## config.mk

```make
export PLATFORM = sky130hd
export DESIGN_NAME = tpsq_pattern_sequencer
export DESIGN_NICKNAME = d
export VERILOG_FILES = /design/src/design/tpsq_pkg.sv /design/src/design/tpsq_tb_if.sv /design/src/design/tpsq_time_base.sv /design/src/design/tpsq_pattern_sequencer.sv
export SDC_FILE = /design/constraint.sdc
export NUM_CORES = 1
export LEC_CHECK = 0
export ABC_CLOCK_PERIOD_IN_PS = 4000
export BUFFER_PORTS_ARGS = -buffer_cell sky130_fd_sc_hd__buf_2
export CORE_AREA = 8 8 166 121
export CTS_CLUSTER_DIAMETER = 30
export CTS_CLUSTER_SIZE = 16
export DETAILED_ROUTE_END_ITERATION = 7
export DIE_AREA = 0 0 174 129
export PLACE_DENSITY = 0.71
export SKIP_CTS_REPAIR_TIMING = 1
export SYNTH_ARGS = -nofsm -noshare
export SYNTH_HDL_FRONTEND = slang
export SYNTH_SLANG_ARGS = --single-unit
```

## constraint.sdc

```tcl
create_clock -name sys_clk_i -period 4 [get_ports sys_clk_i]
set_clock_uncertainty 0.15 [all_clocks]
set_input_delay 0.2 -clock sys_clk_i [delete_from_list [all_inputs] [get_ports sys_clk_i]]
set_output_delay 0.2 -clock sys_clk_i [all_outputs]
set_load 0.05 [all_outputs]
```

## src/design/tpsq_pkg.sv

```systemverilog
package tpsq_pkg;
    // register byte offsets on the avalon slave
    localparam logic [5:0] OFS_CTRL = 6'h00;
    localparam logic [5:0] OFS_STEP = 6'h04;
    localparam logic [5:0] OFS_CHAR0 = 6'h08;
    localparam logic [5:0] OFS_STATUS = 6'h20;
    // control field positions
    localparam int CTRL_RUN = 0;
    localparam int CTRL_MODE_LSB = 1;
    localparam int CTRL_PAT_LSB = 3;
    localparam int CTRL_CODE8 = 5;
    localparam int CTRL_RATE_LSB = 6;
    localparam int CTRL_RANGE_B = 10;
    localparam int CTRL_LEN_LSB = 11;
    localparam logic [31:0] CTRL_RESET = 32'h0000_3000;
    localparam logic [7:0] CHAR_RESET = 8'hff;
    // status field positions
    localparam int STAT_MSG_EN = 0;
    localparam int STAT_CHAR_END = 1;
    localparam int STAT_RUN = 2;
    localparam int STAT_BITS_LSB = 4;
    localparam int STAT_SEL_LSB = 8;
    localparam int STAT_MSG_LSB = 12;
    // serialiser and sequencing
    localparam int REG_STAGES = 10;
    localparam int FRAME_BITS = REG_STAGES + 1;
    localparam logic [3:0] FRAME_LEN_8 = 4'hb;
    localparam logic [3:0] FRAME_LEN_5 = 4'h7;
    localparam logic [10:0] MARK_FILL = 11'h7ff;
    localparam logic [6:0] TICKS_LAST = 7'h63;
    localparam int SEL_CHARS = 6;
    localparam logic [3:0] SEL_LAST = 4'h5;
    localparam int MSG_LEN = 16;
    localparam logic [3:0] MSG_LAST = 4'hf;
    localparam logic [8:0] LFSR_SEED = 9'h1ff;
    // time base
    localparam logic [3:0] RATE_POS_192 = 4'h9;
    localparam logic [3:0] RATE_POS_EXT = 4'ha;
    localparam logic [7:0] DIV_192_LAST = 8'hbf;

    typedef enum logic [1:0] {
        MODE_FREE_RUN = 2'b00,
        MODE_PUSHBUTTON_STEP = 2'b01,
        MODE_EXT_STEP = 2'b10
    } tpsq_mode_t;

    typedef enum logic [1:0] {
        PAT_SELECTED = 2'b00,
        PAT_PANGRAM = 2'b01,
        PAT_RANDOM = 2'b10,
        PAT_REVERSAL = 2'b11
    } tpsq_pattern_t;

    // pangram_test_message in both codes, first character first
    localparam logic [7:0] MSG_ASCII [MSG_LEN] = '{
        8'h51, 8'h55, 8'h49, 8'h43, 8'h4b, 8'h20, 8'h42, 8'h52,
        8'h4f, 8'h57, 8'h4e, 8'h20, 8'h46, 8'h4f, 8'h58, 8'h20};
    localparam logic [4:0] MSG_BAUDOT [MSG_LEN] = '{
        5'h17, 5'h07, 5'h06, 5'h0e, 5'h0f, 5'h04, 5'h19, 5'h0a,
        5'h18, 5'h13, 5'h0c, 5'h04, 5'h16, 5'h18, 5'h1d, 5'h04};
endpackage

```

## src/design/tpsq_tb_if.sv

```systemverilog
`timescale 1ns/1ps
interface tpsq_tb_if;
    logic [3:0] rate_pos;
    logic range_b;
    logic ext_timing;
    logic run;
    logic tick;
    modport tb (input rate_pos, input range_b, input ext_timing, input run, output tick);
    modport core (output rate_pos, output range_b, output ext_timing, output run, input tick);
endinterface

```

## src/design/tpsq_time_base.sv

```systemverilog
`timescale 1ns/1ps
module tpsq_time_base #(
    parameter int DIV_W = 8
) (
    input wire logic sys_clk_i, // system clock
    input wire logic resetn_i, // sync reset, active low
    tpsq_tb_if.tb tb // rate select, run and 100x tick
);
    import tpsq_pkg::*;

    logic [DIV_W-1:0] div_reg;
    logic toggle_reg;
    logic tick_reg;
    logic ext_prev_reg;
    logic sel_stb;

    // terminal test for a power-of-two tap
    function automatic logic tap_hit(input logic [DIV_W-1:0] cnt, input int k);
        logic [DIV_W-1:0] mask;
        mask = DIV_W'((1 << k) - 1);
        return (cnt & mask) == mask;
    endfunction

    // at most one gate of the selection network passes; none at unused rate positions
    always_comb begin
        sel_stb = 1'b0;
        if (tb.range_b) begin
            unique case (tb.rate_pos)
                4'h0, 4'h1: sel_stb = tap_hit(div_reg, 5);
                4'h2, 4'h3: sel_stb = tap_hit(div_reg, 4);
                4'h4, 4'h5: sel_stb = 1'b1;
                default: sel_stb = 1'b0;
            endcase
        end else if (tb.rate_pos == RATE_POS_EXT) begin
            sel_stb = ext_prev_reg & ~tb.ext_timing;
        end else if (tb.rate_pos == RATE_POS_192) begin
            sel_stb = div_reg == DIV_192_LAST;
        end else if (tb.rate_pos < RATE_POS_192) begin
            sel_stb = tap_hit(div_reg, int'(tb.rate_pos));
        end
    end

    // 192 comes from cutting the binary count short
    always_ff @(posedge sys_clk_i) begin
        if (!resetn_i || !tb.run) begin
            div_reg <= '0;
        end else if (!tb.range_b && tb.rate_pos == RATE_POS_192 && div_reg == DIV_192_LAST) begin
            div_reg <= '0;
        end else begin
            div_reg <= div_reg + 1'b1;
        end
    end

    always_ff @(posedge sys_clk_i) begin
        if (!resetn_i || !tb.run) begin
            toggle_reg <= 1'b1;
        end else if (sel_stb) begin
            toggle_reg <= ~toggle_reg;
        end
    end

    // tick on the high-to-low move of the output stage
    always_ff @(posedge sys_clk_i) begin
        if (!resetn_i) begin
            tick_reg <= 1'b0;
        end else begin
            tick_reg <= tb.run & sel_stb & toggle_reg;
        end
    end

    always_ff @(posedge sys_clk_i) begin
        if (!resetn_i) begin
            ext_prev_reg <= 1'b0;
        end else begin
            ext_prev_reg <= tb.ext_timing;
        end
    end

    assign tb.tick = tick_reg;

    run_low_a: assert property (@(posedge sys_clk_i) disable iff (!resetn_i)
        !tb.run |=> toggle_reg && div_reg == '0 && !tick_reg)
        else $error("time base not held while stopped");

    tick_pair_a: assert property (@(posedge sys_clk_i) disable iff (!resetn_i)
        tick_reg |-> !toggle_reg && $past(toggle_reg))
        else $error("tick without output stage falling");
endmodule

```

## src/design/tpsq_pattern_sequencer.sv

```systemverilog
// The Avalon-MM interface to the registers and the address map are this design's own decisions.
`timescale 1ns/1ps
module tpsq_pattern_sequencer (
    input wire logic sys_clk_i, // system clock, 100 MHz
    input wire logic resetn_i, // sync reset, active low
    input wire logic [5:0] avs_address_i, // byte address
    input wire logic avs_read_i, // read request
    input wire logic avs_write_i, // write request
    input wire logic [31:0] avs_writedata_i, // write data
    input wire logic [3:0] avs_byteenable_i, // byte lanes
    output logic [31:0] avs_readdata_o, // read data
    output logic avs_waitrequest_o, // stall
    input wire logic step_in_i, // external step, falling edge
    input wire logic ext_timing_i, // external bit timing
    output logic line_data_o, // serial line, 1 = mark
    output logic load_req_o, // load request pulse
    output logic char_end_o, // halted at character end
    output logic shift_strobe_o, // bit shift pulse
    output logic time_base_run_o // time base enabled
);
    import tpsq_pkg::*;

    tpsq_tb_if tb_if ();

    logic [31:0] ctrl_reg;
    logic [7:0] char_reg [SEL_CHARS];
    logic ack_reg;
    logic [31:0] rdata_reg;
    logic step_wr_reg;
    logic ext_prev_reg;
    logic [6:0] bit_cnt_reg;
    logic stb_reg;
    logic load_req_reg;
    logic load_pend_reg;
    logic char_end_reg;
    logic msg_en_reg;
    logic msg_done_reg;
    logic [3:0] sel_cnt_reg;
    logic [3:0] msg_cnt_reg;
    logic [REG_STAGES-1:0] shreg_reg;
    logic final_reg;
    logic [3:0] bits_left_reg;
    logic [8:0] lfsr_reg;
    logic rev_reg;

    tpsq_mode_t mode;
    tpsq_pattern_t pattern;
    logic code8;
    logic [2:0] seq_len;
    logic access;
    logic wr_go;
    logic serial_mode;
    logic empty;
    logic step_pulse;
    logic tb_run;
    logic ser_in;
    logic [9:0] dec;
    logic [7:0] sel_char;
    logic [7:0] msg_char;
    logic [7:0] matrix_data;
    logic fill_mark;
    logic [FRAME_BITS-1:0] frame;
    logic [3:0] frame_len;
    logic [31:0] status;

    function automatic logic [31:0] be_merge(input logic [31:0] old, input logic [31:0] nw,
                                             input logic [3:0] be);
        logic [31:0] res;
        res = old;
        for (int i = 0; i < 4; i++) begin
            if (be[i]) begin
                res[i*8 +: 8] = nw[i*8 +: 8];
            end
        end
        return res;
    endfunction

    function automatic logic [9:0] bcd_to_dec(input logic [3:0] bcd);
        logic [9:0] res;
        res = '0;
        if (bcd < 4'ha) begin
            res[bcd] = 1'b1;
        end
        return res;
    endfunction

    // start space, data lsb first, stop marks
    function automatic logic [FRAME_BITS-1:0] build_frame(input logic [7:0] d, input logic c8);
        logic [FRAME_BITS-1:0] res;
        if (c8) begin
            res = {2'b11, d, 1'b0};
        end else begin
            res = {5'h1f, d[4:0], 1'b0};
        end
        return res;
    endfunction

    assign mode = tpsq_mode_t'(ctrl_reg[CTRL_MODE_LSB +: 2]);
    assign pattern = tpsq_pattern_t'(ctrl_reg[CTRL_PAT_LSB +: 2]);
    assign code8 = ctrl_reg[CTRL_CODE8];
    assign seq_len = ctrl_reg[CTRL_LEN_LSB +: 3];

    // avalon slave: one wait state on every access
    assign access = avs_read_i | avs_write_i;
    assign avs_waitrequest_o = access & ~ack_reg;
    assign wr_go = avs_write_i & ack_reg;
    assign avs_readdata_o = rdata_reg;

    always_ff @(posedge sys_clk_i) begin
        if (!resetn_i) begin
            ack_reg <= 1'b0;
        end else begin
            ack_reg <= access & ~ack_reg;
        end
    end

    assign status = {16'h0000, msg_cnt_reg, sel_cnt_reg, bits_left_reg, 1'b0, tb_run,
                     char_end_reg, msg_en_reg};

    // unmapped offsets read as zero and ignore writes
    always_ff @(posedge sys_clk_i) begin
        if (!resetn_i) begin
            rdata_reg <= '0;
        end else if (avs_read_i && !ack_reg) begin
            rdata_reg <= '0;
            if (avs_address_i == OFS_CTRL) begin
                rdata_reg <= ctrl_reg;
            end else if (avs_address_i == OFS_STATUS) begin
                rdata_reg <= status;
            end
            for (int i = 0; i < SEL_CHARS; i++) begin
                if (avs_address_i == OFS_CHAR0 + 6'(4 * i)) begin
                    rdata_reg <= {24'h000000, char_reg[i]};
                end
            end
        end
    end

    always_ff @(posedge sys_clk_i) begin
        if (!resetn_i) begin
            ctrl_reg <= CTRL_RESET;
        end else if (wr_go && avs_address_i == OFS_CTRL) begin
            ctrl_reg <= be_merge(ctrl_reg, avs_writedata_i, avs_byteenable_i);
        end
    end

    always_ff @(posedge sys_clk_i) begin
        if (!resetn_i) begin
            for (int i = 0; i < SEL_CHARS; i++) begin
                char_reg[i] <= CHAR_RESET;
            end
        end else begin
            for (int i = 0; i < SEL_CHARS; i++) begin
                if (wr_go && avs_address_i == OFS_CHAR0 + 6'(4 * i) && avs_byteenable_i[0]) begin
                    char_reg[i] <= avs_writedata_i[7:0];
                end
            end
        end
    end

    // the pushbutton is a write of bit 0 to the step register
    always_ff @(posedge sys_clk_i) begin
        if (!resetn_i) begin
            step_wr_reg <= 1'b0;
        end else begin
            step_wr_reg <= wr_go && avs_address_i == OFS_STEP && avs_byteenable_i[0]
                           && avs_writedata_i[0];
        end
    end

    always_ff @(posedge sys_clk_i) begin
        if (!resetn_i) begin
            ext_prev_reg <= 1'b0;
        end else begin
            ext_prev_reg <= step_in_i;
        end
    end

    always_comb begin
        step_pulse = 1'b0;
        unique case (mode)
            MODE_PUSHBUTTON_STEP: step_pulse = step_wr_reg;
            MODE_EXT_STEP: step_pulse = ext_prev_reg & ~step_in_i;
            default: step_pulse = 1'b0;
        endcase
    end

    // time base stops while halted at a character end
    assign tb_run = ctrl_reg[CTRL_RUN] & ~char_end_reg;
    assign tb_if.rate_pos = ctrl_reg[CTRL_RATE_LSB +: 4];
    assign tb_if.range_b = ctrl_reg[CTRL_RANGE_B];
    assign tb_if.ext_timing = ext_timing_i;
    assign tb_if.run = tb_run;

    tpsq_time_base #(.DIV_W(8)) u_time_base (
        .sys_clk_i(sys_clk_i),
        .resetn_i(resetn_i),
        .tb(tb_if)
    );

    // one hundred ticks per bit
    always_ff @(posedge sys_clk_i) begin
        if (!resetn_i || !tb_run) begin
            bit_cnt_reg <= '0;
        end else if (tb_if.tick) begin
            bit_cnt_reg <= (bit_cnt_reg == TICKS_LAST) ? 7'h00 : bit_cnt_reg + 7'h01;
        end
    end

    always_ff @(posedge sys_clk_i) begin
        if (!resetn_i) begin
            stb_reg <= 1'b0;
        end else begin
            stb_reg <= tb_run & tb_if.tick & (bit_cnt_reg == TICKS_LAST);
        end
    end

    assign serial_mode = pattern == PAT_RANDOM || pattern == PAT_REVERSAL;
    assign empty = bits_left_reg <= 4'h1;

    always_ff @(posedge sys_clk_i) begin
        if (!resetn_i) begin
            load_req_reg <= 1'b0;
        end else begin
            load_req_reg <= !serial_mode && ((stb_reg && empty && mode == MODE_FREE_RUN)
                            || (step_pulse && char_end_reg));
        end
    end

    always_ff @(posedge sys_clk_i) begin
        if (!resetn_i) begin
            load_pend_reg <= 1'b0;
        end else begin
            load_pend_reg <= load_req_reg;
        end
    end

    // a new halt wins over a step in the same cycle
    always_ff @(posedge sys_clk_i) begin
        if (!resetn_i || mode == MODE_FREE_RUN) begin
            char_end_reg <= 1'b0;
        end else if (stb_reg && empty && !serial_mode) begin
            char_end_reg <= 1'b1;
        end else if (step_pulse) begin
            char_end_reg <= 1'b0;
        end
    end

    always_ff @(posedge sys_clk_i) begin
        if (!resetn_i) begin
            msg_en_reg <= 1'b0;
        end else if (load_req_reg) begin
            msg_en_reg <= 1'b1;
        end else if (msg_done_reg) begin
            msg_en_reg <= 1'b0;
        end
    end

    // counters start on their last value so the first load takes position 0
    always_ff @(posedge sys_clk_i) begin
        if (!resetn_i) begin
            sel_cnt_reg <= SEL_LAST;
        end else if (load_req_reg && pattern == PAT_SELECTED) begin
            sel_cnt_reg <= (sel_cnt_reg == SEL_LAST) ? 4'h0 : sel_cnt_reg + 4'h1;
        end
    end

    always_ff @(posedge sys_clk_i) begin
        if (!resetn_i) begin
            msg_cnt_reg <= MSG_LAST;
        end else if (load_req_reg && pattern == PAT_PANGRAM) begin
            msg_cnt_reg <= (msg_cnt_reg == MSG_LAST) ? 4'h0 : msg_cnt_reg + 4'h1;
        end
    end

    always_ff @(posedge sys_clk_i) begin
        if (!resetn_i) begin
            msg_done_reg <= 1'b0;
        end else begin
            msg_done_reg <= load_pend_reg && pattern == PAT_PANGRAM && msg_cnt_reg == MSG_LAST;
        end
    end

    // character matrix
    assign dec = bcd_to_dec(sel_cnt_reg);
    always_comb begin
        sel_char = '0;
        for (int i = 0; i < SEL_CHARS; i++) begin
            if (dec[i] && msg_en_reg) begin
                sel_char = sel_char | char_reg[i];
            end
        end
    end

    assign msg_char = code8 ? MSG_ASCII[msg_cnt_reg] : {3'b000, MSG_BAUDOT[msg_cnt_reg]};

    always_comb begin
        matrix_data = '0;
        unique case (pattern)
            PAT_SELECTED: matrix_data = sel_char;
            PAT_PANGRAM: matrix_data = msg_en_reg ? msg_char : 8'h00;
            default: matrix_data = '0;
        endcase
    end

    assign fill_mark = !msg_en_reg
                       || (pattern == PAT_SELECTED && sel_cnt_reg >= {1'b0, seq_len});
    assign frame = fill_mark ? MARK_FILL : build_frame(matrix_data, code8);
    assign frame_len = code8 ? FRAME_LEN_8 : FRAME_LEN_5;

    // serial patterns
    always_ff @(posedge sys_clk_i) begin
        if (!resetn_i) begin
            lfsr_reg <= LFSR_SEED;
            rev_reg <= 1'b0;
        end else if (stb_reg) begin
            lfsr_reg <= {lfsr_reg[4] ^ lfsr_reg[0], lfsr_reg[8:1]};
            rev_reg <= ~rev_reg;
        end
    end

    assign ser_in = !serial_mode ? 1'b1 : (pattern == PAT_RANDOM ? lfsr_reg[0] : rev_reg);

    // final stage drives the line, ten stages feed it
    always_ff @(posedge sys_clk_i) begin
        if (!resetn_i) begin
            shreg_reg <= '1;
            final_reg <= 1'b1;
            bits_left_reg <= '0;
        end else if (load_pend_reg && !serial_mode) begin
            {shreg_reg, final_reg} <= frame;
            bits_left_reg <= frame_len;
        end else if (stb_reg && (serial_mode || !empty)) begin
            final_reg <= shreg_reg[0];
            shreg_reg <= {ser_in, shreg_reg[REG_STAGES-1:1]};
            bits_left_reg <= (bits_left_reg == 4'h0) ? 4'h0 : bits_left_reg - 4'h1;
        end
    end

    assign line_data_o = final_reg;
    assign load_req_o = load_req_reg;
    assign char_end_o = char_end_reg;
    assign shift_strobe_o = stb_reg;
    assign time_base_run_o = tb_run;

    load_empty_a: assert property (@(posedge sys_clk_i) disable iff (!resetn_i)
        stb_reg && empty && mode == MODE_FREE_RUN && !serial_mode |=> load_req_reg)
        else $error("no load request on empty register");

    serial_noload_a: assert property (@(posedge sys_clk_i) disable iff (!resetn_i)
        serial_mode && $past(serial_mode) |-> !load_req_reg)
        else $error("load request in serial pattern");

    sel_step_a: assert property (@(posedge sys_clk_i) disable iff (!resetn_i)
        load_req_reg && pattern == PAT_SELECTED && sel_cnt_reg != SEL_LAST
        |=> sel_cnt_reg == $past(sel_cnt_reg) + 4'h1)
        else $error("programmed sequencer did not advance");

    msg_step_a: assert property (@(posedge sys_clk_i) disable iff (!resetn_i)
        load_req_reg && pattern == PAT_PANGRAM && msg_cnt_reg == (MSG_LAST - 4'h1)
        |=> msg_cnt_reg == MSG_LAST ##1 msg_done_reg ##1 !msg_en_reg)
        else $error("message wrap or completion reset wrong");

    msg_en_a: assert property (@(posedge sys_clk_i) disable iff (!resetn_i)
        load_req_reg |=> msg_en_reg && load_pend_reg)
        else $error("message enable not raised by load");

    halt_a: assert property (@(posedge sys_clk_i) disable iff (!resetn_i)
        char_end_reg && !step_pulse |=> char_end_reg && !stb_reg && !load_req_reg)
        else $error("output continued while halted");

    mark_fill_a: assert property (@(posedge sys_clk_i) disable iff (!resetn_i)
        load_pend_reg && pattern == PAT_SELECTED && sel_cnt_reg >= {1'b0, seq_len}
        |=> {shreg_reg, final_reg} == MARK_FILL)
        else $error("interval past length not mark");

    frame_len_a: assert property (@(posedge sys_clk_i) disable iff (!resetn_i)
        load_pend_reg && !serial_mode |=> bits_left_reg == (code8 ? FRAME_LEN_8 : FRAME_LEN_5)
        && final_reg == $past(frame[0]))
        else $error("frame not loaded whole");
endmodule

```

==> results of run 1 <==
worst max-delay path, delay by kind of cell (launching register included):
family | cells | cell delay [ps]
DFF | 1 | 420
adders and majority gates | 1 | 280
muxes | 1 | 110
AOI/OAI and AO/OA | 2 | 550
and+or+nand+nor | 4 | 910
cell type report:
| class | count | area, um^2 | share of cell area |
|---|---|---|---|
| Clock inverter | 13 | 145 | 0.0146 |
| Timing Repair Buffer | 130 | 856 | 0.0859 |
| Sequential cell | 172 | 3920 | 0.394 |
| Inverter | 17 | 63.8 | 0.00641 |
| Clock buffer | 19 | 464 | 0.0466 |
| Tap cell | 236 | 295 | 0.0296 |
| Multi-Input combinational cell | 650 | 4210 | 0.423 |
path summary, 6_finish.rpt:
| check | start | end | slack (ps) | depth (start not counted) |
|---|---|---|---|---|
| worst max-delay path | ctrl_reg[7]$_SDFFE_PN0P_ | u_time_base.toggle_reg$_SDFFE_PP1N_ | 1470 | 8 |
| worst min-delay path | avs_write_i | ack_reg$_SDFF_PN0_ | 50 | 3 |
| worst max register to register | ctrl_reg[7]$_SDFFE_PN0P_ | u_time_base.toggle_reg$_SDFFE_PP1N_ | 1470 | 8 |
| worst min register to register | avs_readdata_o[24]$_SDFFE_PN0P_ | avs_readdata_o[24]$_SDFFE_PN0P_ | 300 | 2 |
logic make-up after synthesis:
group | synth area share
flip-flops | 0.460
buffers and inverters | 0.0458
XOR/XNOR | 0.0154
AO/OA/AOI/OAI | 0.157
adder cells (fa/ha/maj) | 0.0279
multiplexers | 0.0547
AND/OR/NAND/NOR | 0.239
per-stage QoR:
step	power, uW	util	setup WS, ps	cells
global route	3770	0.568	1290	1237
detailed placement	2000	0.512	1480	1168
CTS	3650	0.547	1480	1200
global placement	2000	0.512	1550	1168
finish	3670	0.568	1470	1237
floorplan	1920	-	1610	904
per-layer routing:
metal | part of all wire | vias up | GRT usage
met1 | 0.47 | 3474 | 0.313
met2 | 0.43 | 314 | 0.313
met4 | 0.014 | 0 | 0.0566
li1 | - | 3454 | -
met3 | 0.087 | 35 | 0.0489
met5 | 0 | - | 0
power groups by stage:
stage               registers (uW)  logic, uW  clock network, uW
CTS                           1800        158               1700
finish                        1800        187               1680
detailed placement            1840        157                  0
global placement              1840        157                  0
global route                  1800        201               1770
floorplan                     1840       80.6                  0
cells in the final DEF, fill, tap and decap left out, drive strengths merged, types with 24 or more instances in the layout:
cell           n
dlygate4sd3   37
or3           25
o21ai         30
edfxtp        48
a21oi         51
mux2i         41
nand3         31
inv           24
nor2          77
or2           27
a22oi         28
buf           93
nand2        107
dfxtp        124
Yosys cell counts, drive strengths merged, types with 17 or more instances:
| master | count |
|---|---|
| dfxtp | 124 |
| nand2 | 107 |
| nor2 | 77 |
| a21oi | 51 |
| edfxtp | 48 |
| mux2i | 41 |
| buf | 35 |
| nand3 | 31 |
| clkbuf | 30 |
| o21ai | 30 |
| a22oi | 28 |
| or2 | 27 |
| or3 | 25 |
| and2 | 22 |
| ha | 19 |
| and3 | 18 |
| inv | 17 |
==> run_results.csv, run 1 <==
group,metric,value,unit
layout,final_nets,1055,
sta,slew_violations,0,
power_and_ir_drop,clkPwrFrac,0.459,
floorplan,ios,86,
synthesis,synthFlopType,"dfxtp_1",
worst_setup_path,crit_path_max_incr_delay,420,ps
floorplan,die_h,129,um
status,run_status,"finished clean",
clock_network,cts_tree,"done",
synthesis,async_flop_share,0,
worst_setup_path,slowest_stage,"dfxtp_1",
floorplan,die-area,22400,um^2
floorplan,start_util,0.486,
global_routing,overflow,0,
synthesis,synth.ff_latch_count,172,
worst_setup_path,cp_cell_sequence,"or2_1, or3_1, ha_1, nor3_1, mux2i_1, o32a_1, a311oi_1, nor3b_1",
drt,drt-initial-drc-count,915,
clock_network,clk_transition_reported_paths,70,ps
drt,drc_errors,0,
min_path,hp-class,"in2reg",
sta,whs,53.5,ps
clock_network,cts-root-buf,"clkbuf_16",
clock_network,insertion_delay,440,ps
worst_setup_path,worstPathArrival,2710,ps
global_routing,grt_max_degree,43,
global_routing,grt_usage,0.215,
clock_network,cts.htree.levels,4,
placed_design,dp_hpwl,17300,um
power_and_ir_drop,switching_share,0.251,
worst_setup_path,crit_path_max_fanout,12,
sta,fin_crit_sh,0.633,
power_and_ir_drop,seqPwrFrac,0.490,
synthesis,synth.area.top_cells,"dfxtp_1, edfxtp_1, mux2i_1",
synthesis,synth.distinct_cells,78,
sta,worstMarginPinSlew,1040,ps
power_and_ir_drop,p_int,2750,uW
synthesis,syn_area,8520,um^2
floorplan,row_count,41,
drt,firstDrtPassIters,6,
sta,final-setup-viol-count,0,
synthesis,netlist_instances,904,
worst_setup_path,crit_type,"reg2reg",
synthesis,yosys_warnings,0,
synthesis,synth-seq-area-share,0.460,
power_and_ir_drop,p_leak,0.00367,uW
layout,fill_cells,1545,
layout,antenna_cells,0,
sta,period_minus_slack,2530,ps
placed_design,io_buffers,85,
synthesis,synth_top_cell_by_area,"dfxtp_1",
clock_network,cts_buffers,17,
worst_setup_path,critical_path_required,4180,ps
global_routing,grt_pass1_vias,6703,
power_and_ir_drop,worst_ir_drop_vdd,288,uV
synthesis,yosysTopAreaCellShare,0.291,
sta,hold_viol,0,
power_and_ir_drop,combPwrFrac,0.051,
worst_setup_path,start_kind,"flip-flop",
drt,totalWireLength,24500,um
synthesis,synth.avg_cell_area,9.43,um^2
sta,setup_tns,0,ps
floorplan,fp.coreArea,17500,um^2
layout,design_area,9960,um^2
sta,rsz0062_at_grt,"no",
power_and_ir_drop,p_sw,922,uW
synthesis,synth_fp_nets,971,
global_routing,grt_pass1_wl,37900,um
power_and_ir_drop,p_per_area,368,nW/um^2
floorplan,fp.dieW,174,um
synthesis,synth_enable_flop_cells,48,
drt,vias,7277,
drt,drtAntennaViolNets,0,
sta,fmax,395,MHz
clock_network,clock_sinks,172,
clock_network,cts_buffer_depth,2,
layout,syn_to_final_growth,16.9,%
layout,layout-drive-gt1-share,0.170,
layout,largest_reg_flops,48,
job,drv_cap,0,
placed_design,dpl_cell_area,8980,um^2
global_routing,antenna_found_initial,0,
drt,viasPerCell,5.88,
worst_setup_path,cp-end-kind,"flip-flop",
placed_design,gp_congestion,0.948,
sta,relSlewSlack,0.300,
drt,wl_per_cell,19.8,um
No activity file was read; power rests on OpenSTA's default activity.
==> run 2: changes to the inputs <==
ABC_CLOCK_PERIOD_IN_PS = 2190   (was 4000)
PLACE_DENSITY = 0.74   (was 0.71)
clock period = 2.19 ns   (was 4 ns; I/O delays follow)
==> run_results.csv, run 2 (synthesis results as in run 1) <==
group,metric,value,unit
global_routing,grt_util_met2,0.318,
worst_setup_path,start_kind,"flip-flop",
global_routing,overflow,0,
placed_design,io_buffers,85,
drt,viasPerCell,5.88,
min_path,hp-class,"in2reg",
placed_design,dpl_cell_area,9430,um^2
sta,fmax,446,MHz
worst_setup_path,worstPathArrival,2410,ps
layout,final_cell_count_no_fill,1292,
worst_setup_path,cp_cell_sequence,"or2_1, or3_4, ha_4, buf_4, xnor2_1, o211a_1, a311oi_2, nor3b_1",
drt,totalWireLength,24800,um
min_path,hold_start,"avs_byteenable_i[3]",
layout,final_nets,1110,
floorplan,start_util,0.486,
layout,multi_input_area,4280,um^2
worst_setup_path,critical_path_required,2360,ps
drt,drc_errors,0,
floorplan,die_h,129,um
sta,worstMarginPinSlew,823,ps
layout,layout-drive-gt1-share,0.223,
floorplan,fp.coreArea,17500,um^2
drt,vias,7597,
layout,regArea,3930,um^2
sta,hold_viol,0,
layout,layout_common_cells,"dfxtp_1, nand2_1, buf_2",
global_routing,met1_usage,0.299,
worst_setup_path,rr_startpoint,"ctrl_reg[6]$_SDFFE_PN0P_",
clock_network,insertion_delay,440,ps
clock_network,cts-root-buf,"clkbuf_16",
sta,final-setup-viol-count,1,
sta,whs,22.8,ps
layout,fill_cells,1542,
clock_network,cts.htree.levels,4,
global_routing,grt_pass1_wl,38300,um
power_and_ir_drop,clkPwrFrac,0.459,
layout,layout_commonest_cell,"dfxtp_1",
global_routing,grt_pass1_vias,7127,
clock_network,cts_tree,"done",
floorplan,fp.dieW,174,um
floorplan,die-area,22400,um^2
worst_setup_path,cp-startpoint,"ctrl_reg[6]$_SDFFE_PN0P_",
placed_design,dp_hpwl,17800,um
sta,fin_crit_sh,1.02,
power_and_ir_drop,combPwrFrac,0.056,
status,violations,"setup timing",
layout,design_area,10500,um^2
job,drv_cap,0,
clock_network,clock_sinks,172,
drt,firstDrtPassIters,7,
worst_setup_path,slowest_stage,"or3_4",
global_routing,antenna_found_initial,0,
global_routing,grt-busiest-layer,"met2",
sta,fin_ws,-52.1,ps
sta,setup_tns,-52.1,ps
power_and_ir_drop,worst_ir_drop_vdd,433,uV
sta,period_minus_slack,2240,ps
layout,antenna_cells,0,
power_and_ir_drop,p_leak,0.00396,uW
power_and_ir_drop,p_sw,1660,uW
global_routing,grt_usage,0.214,
layout,syn_to_final_growth,23.0,%
placed_design,gp_congestion,0.922,
drt,drt-initial-drc-count,854,
clock_network,cts_buffer_depth,2,
floorplan,ios,86,
sta,slew_violations,0,
sta,relSlewSlack,0.452,
placed_design,dpl.cell_count,1219,
power_and_ir_drop,seqPwrFrac,0.485,
power_and_ir_drop,switching_share,0.245,
worst_setup_path,crit_buf_inv,1,
worst_setup_path,critical-path-top-delay-family,"simple AND/OR/NAND/NOR gates",
global_routing,met3_usage,0.0547,
drt,wl_per_cell,19.2,um
layout,largest_reg_flops,48,
sta,rsz0062_at_grt,"yes",
drt,drtAntennaViolNets,0,
floorplan,row_count,41,
worst_setup_path,cp-end-kind,"flip-flop",
worst_setup_path,crit_path_max_incr_delay,340,ps
worst_setup_path,crit_path_max_fanout,6,
global_routing,grt_max_degree,72,
power_and_ir_drop,p_int,5100,uW
clock_network,clk_transition_reported_paths,70,ps
status,run_status,"finished, violations left",
power_and_ir_drop,p_per_area,645,nW/um^2
clock_network,cts_buffers,17,
worst_setup_path,crit_type,"reg2reg",
==> run 2: layout make-up <==
type,count,area share
Clock buffer,18,0.0430
Clock inverter,14,0.0148
Inverter,17,0.00609
Multi-Input combinational cell,650,0.408
Sequential cell,172,0.375
Tap cell,236,0.0282
Timing Repair Buffer,185,0.125
==> run 2: metal layers <==
| layer | vias up | part of all wire |
|---|---|---|
| li1 | 3563 | - |
| met1 | 3649 | 0.47 |
| met2 | 343 | 0.43 |
| met3 | 42 | 0.083 |
| met4 | 0 | 0.017 |
| met5 | - | 0 |
==> run 2: power groups by stage <==
| stage | Sequential (uW) | Combinational, uW | Clock [uW] |
|---|---|---|---|
| 2_1_floorplan | 3370 | 147 | 0 |
| 3_3_place_gp | 3350 | 315 | 0 |
| 3_5_place_dp | 3350 | 316 | 0 |
| 4_1_cts | 3280 | 317 | 3140 |
| 5_1_grt | 3280 | 404 | 3240 |
| 6_report | 3280 | 379 | 3100 |
==> run 2: stage by stage <==
step                      worst slack, ps  power (uW)  utilization
after CTS                           -7.97        6740        0.572
after floorplan                     -72.3        3510            -
after detailed placement             6.12        3670        0.538
after global routing                -98.3        6930        0.597
after global placement               17.9        3670        0.538
final                               -52.1        6760        0.597
==> run 2: final timing paths <==
path	to	slack (ps)	depth (start not counted)
setup reg to reg	u_time_base.toggle_reg$_SDFFE_PP1N_	-50	8
hold reg to reg	avs_readdata_o[25]$_SDFFE_PN0P_	300	2
hold / removal	ctrl_reg[24]$_SDFFE_PN0P_	20	4
setup / recovery	u_time_base.toggle_reg$_SDFFE_PP1N_	-50	8
==> run 2: worst reg2reg max path, cell delays in order (launching register included) <==
cell and delay, ps:
dfxtp_2 320, or2_1 240, or3_4 340, ha_4 190, buf_4 140, xnor2_1 120
o211a_1 260, a311oi_2 290, nor3b_1 80
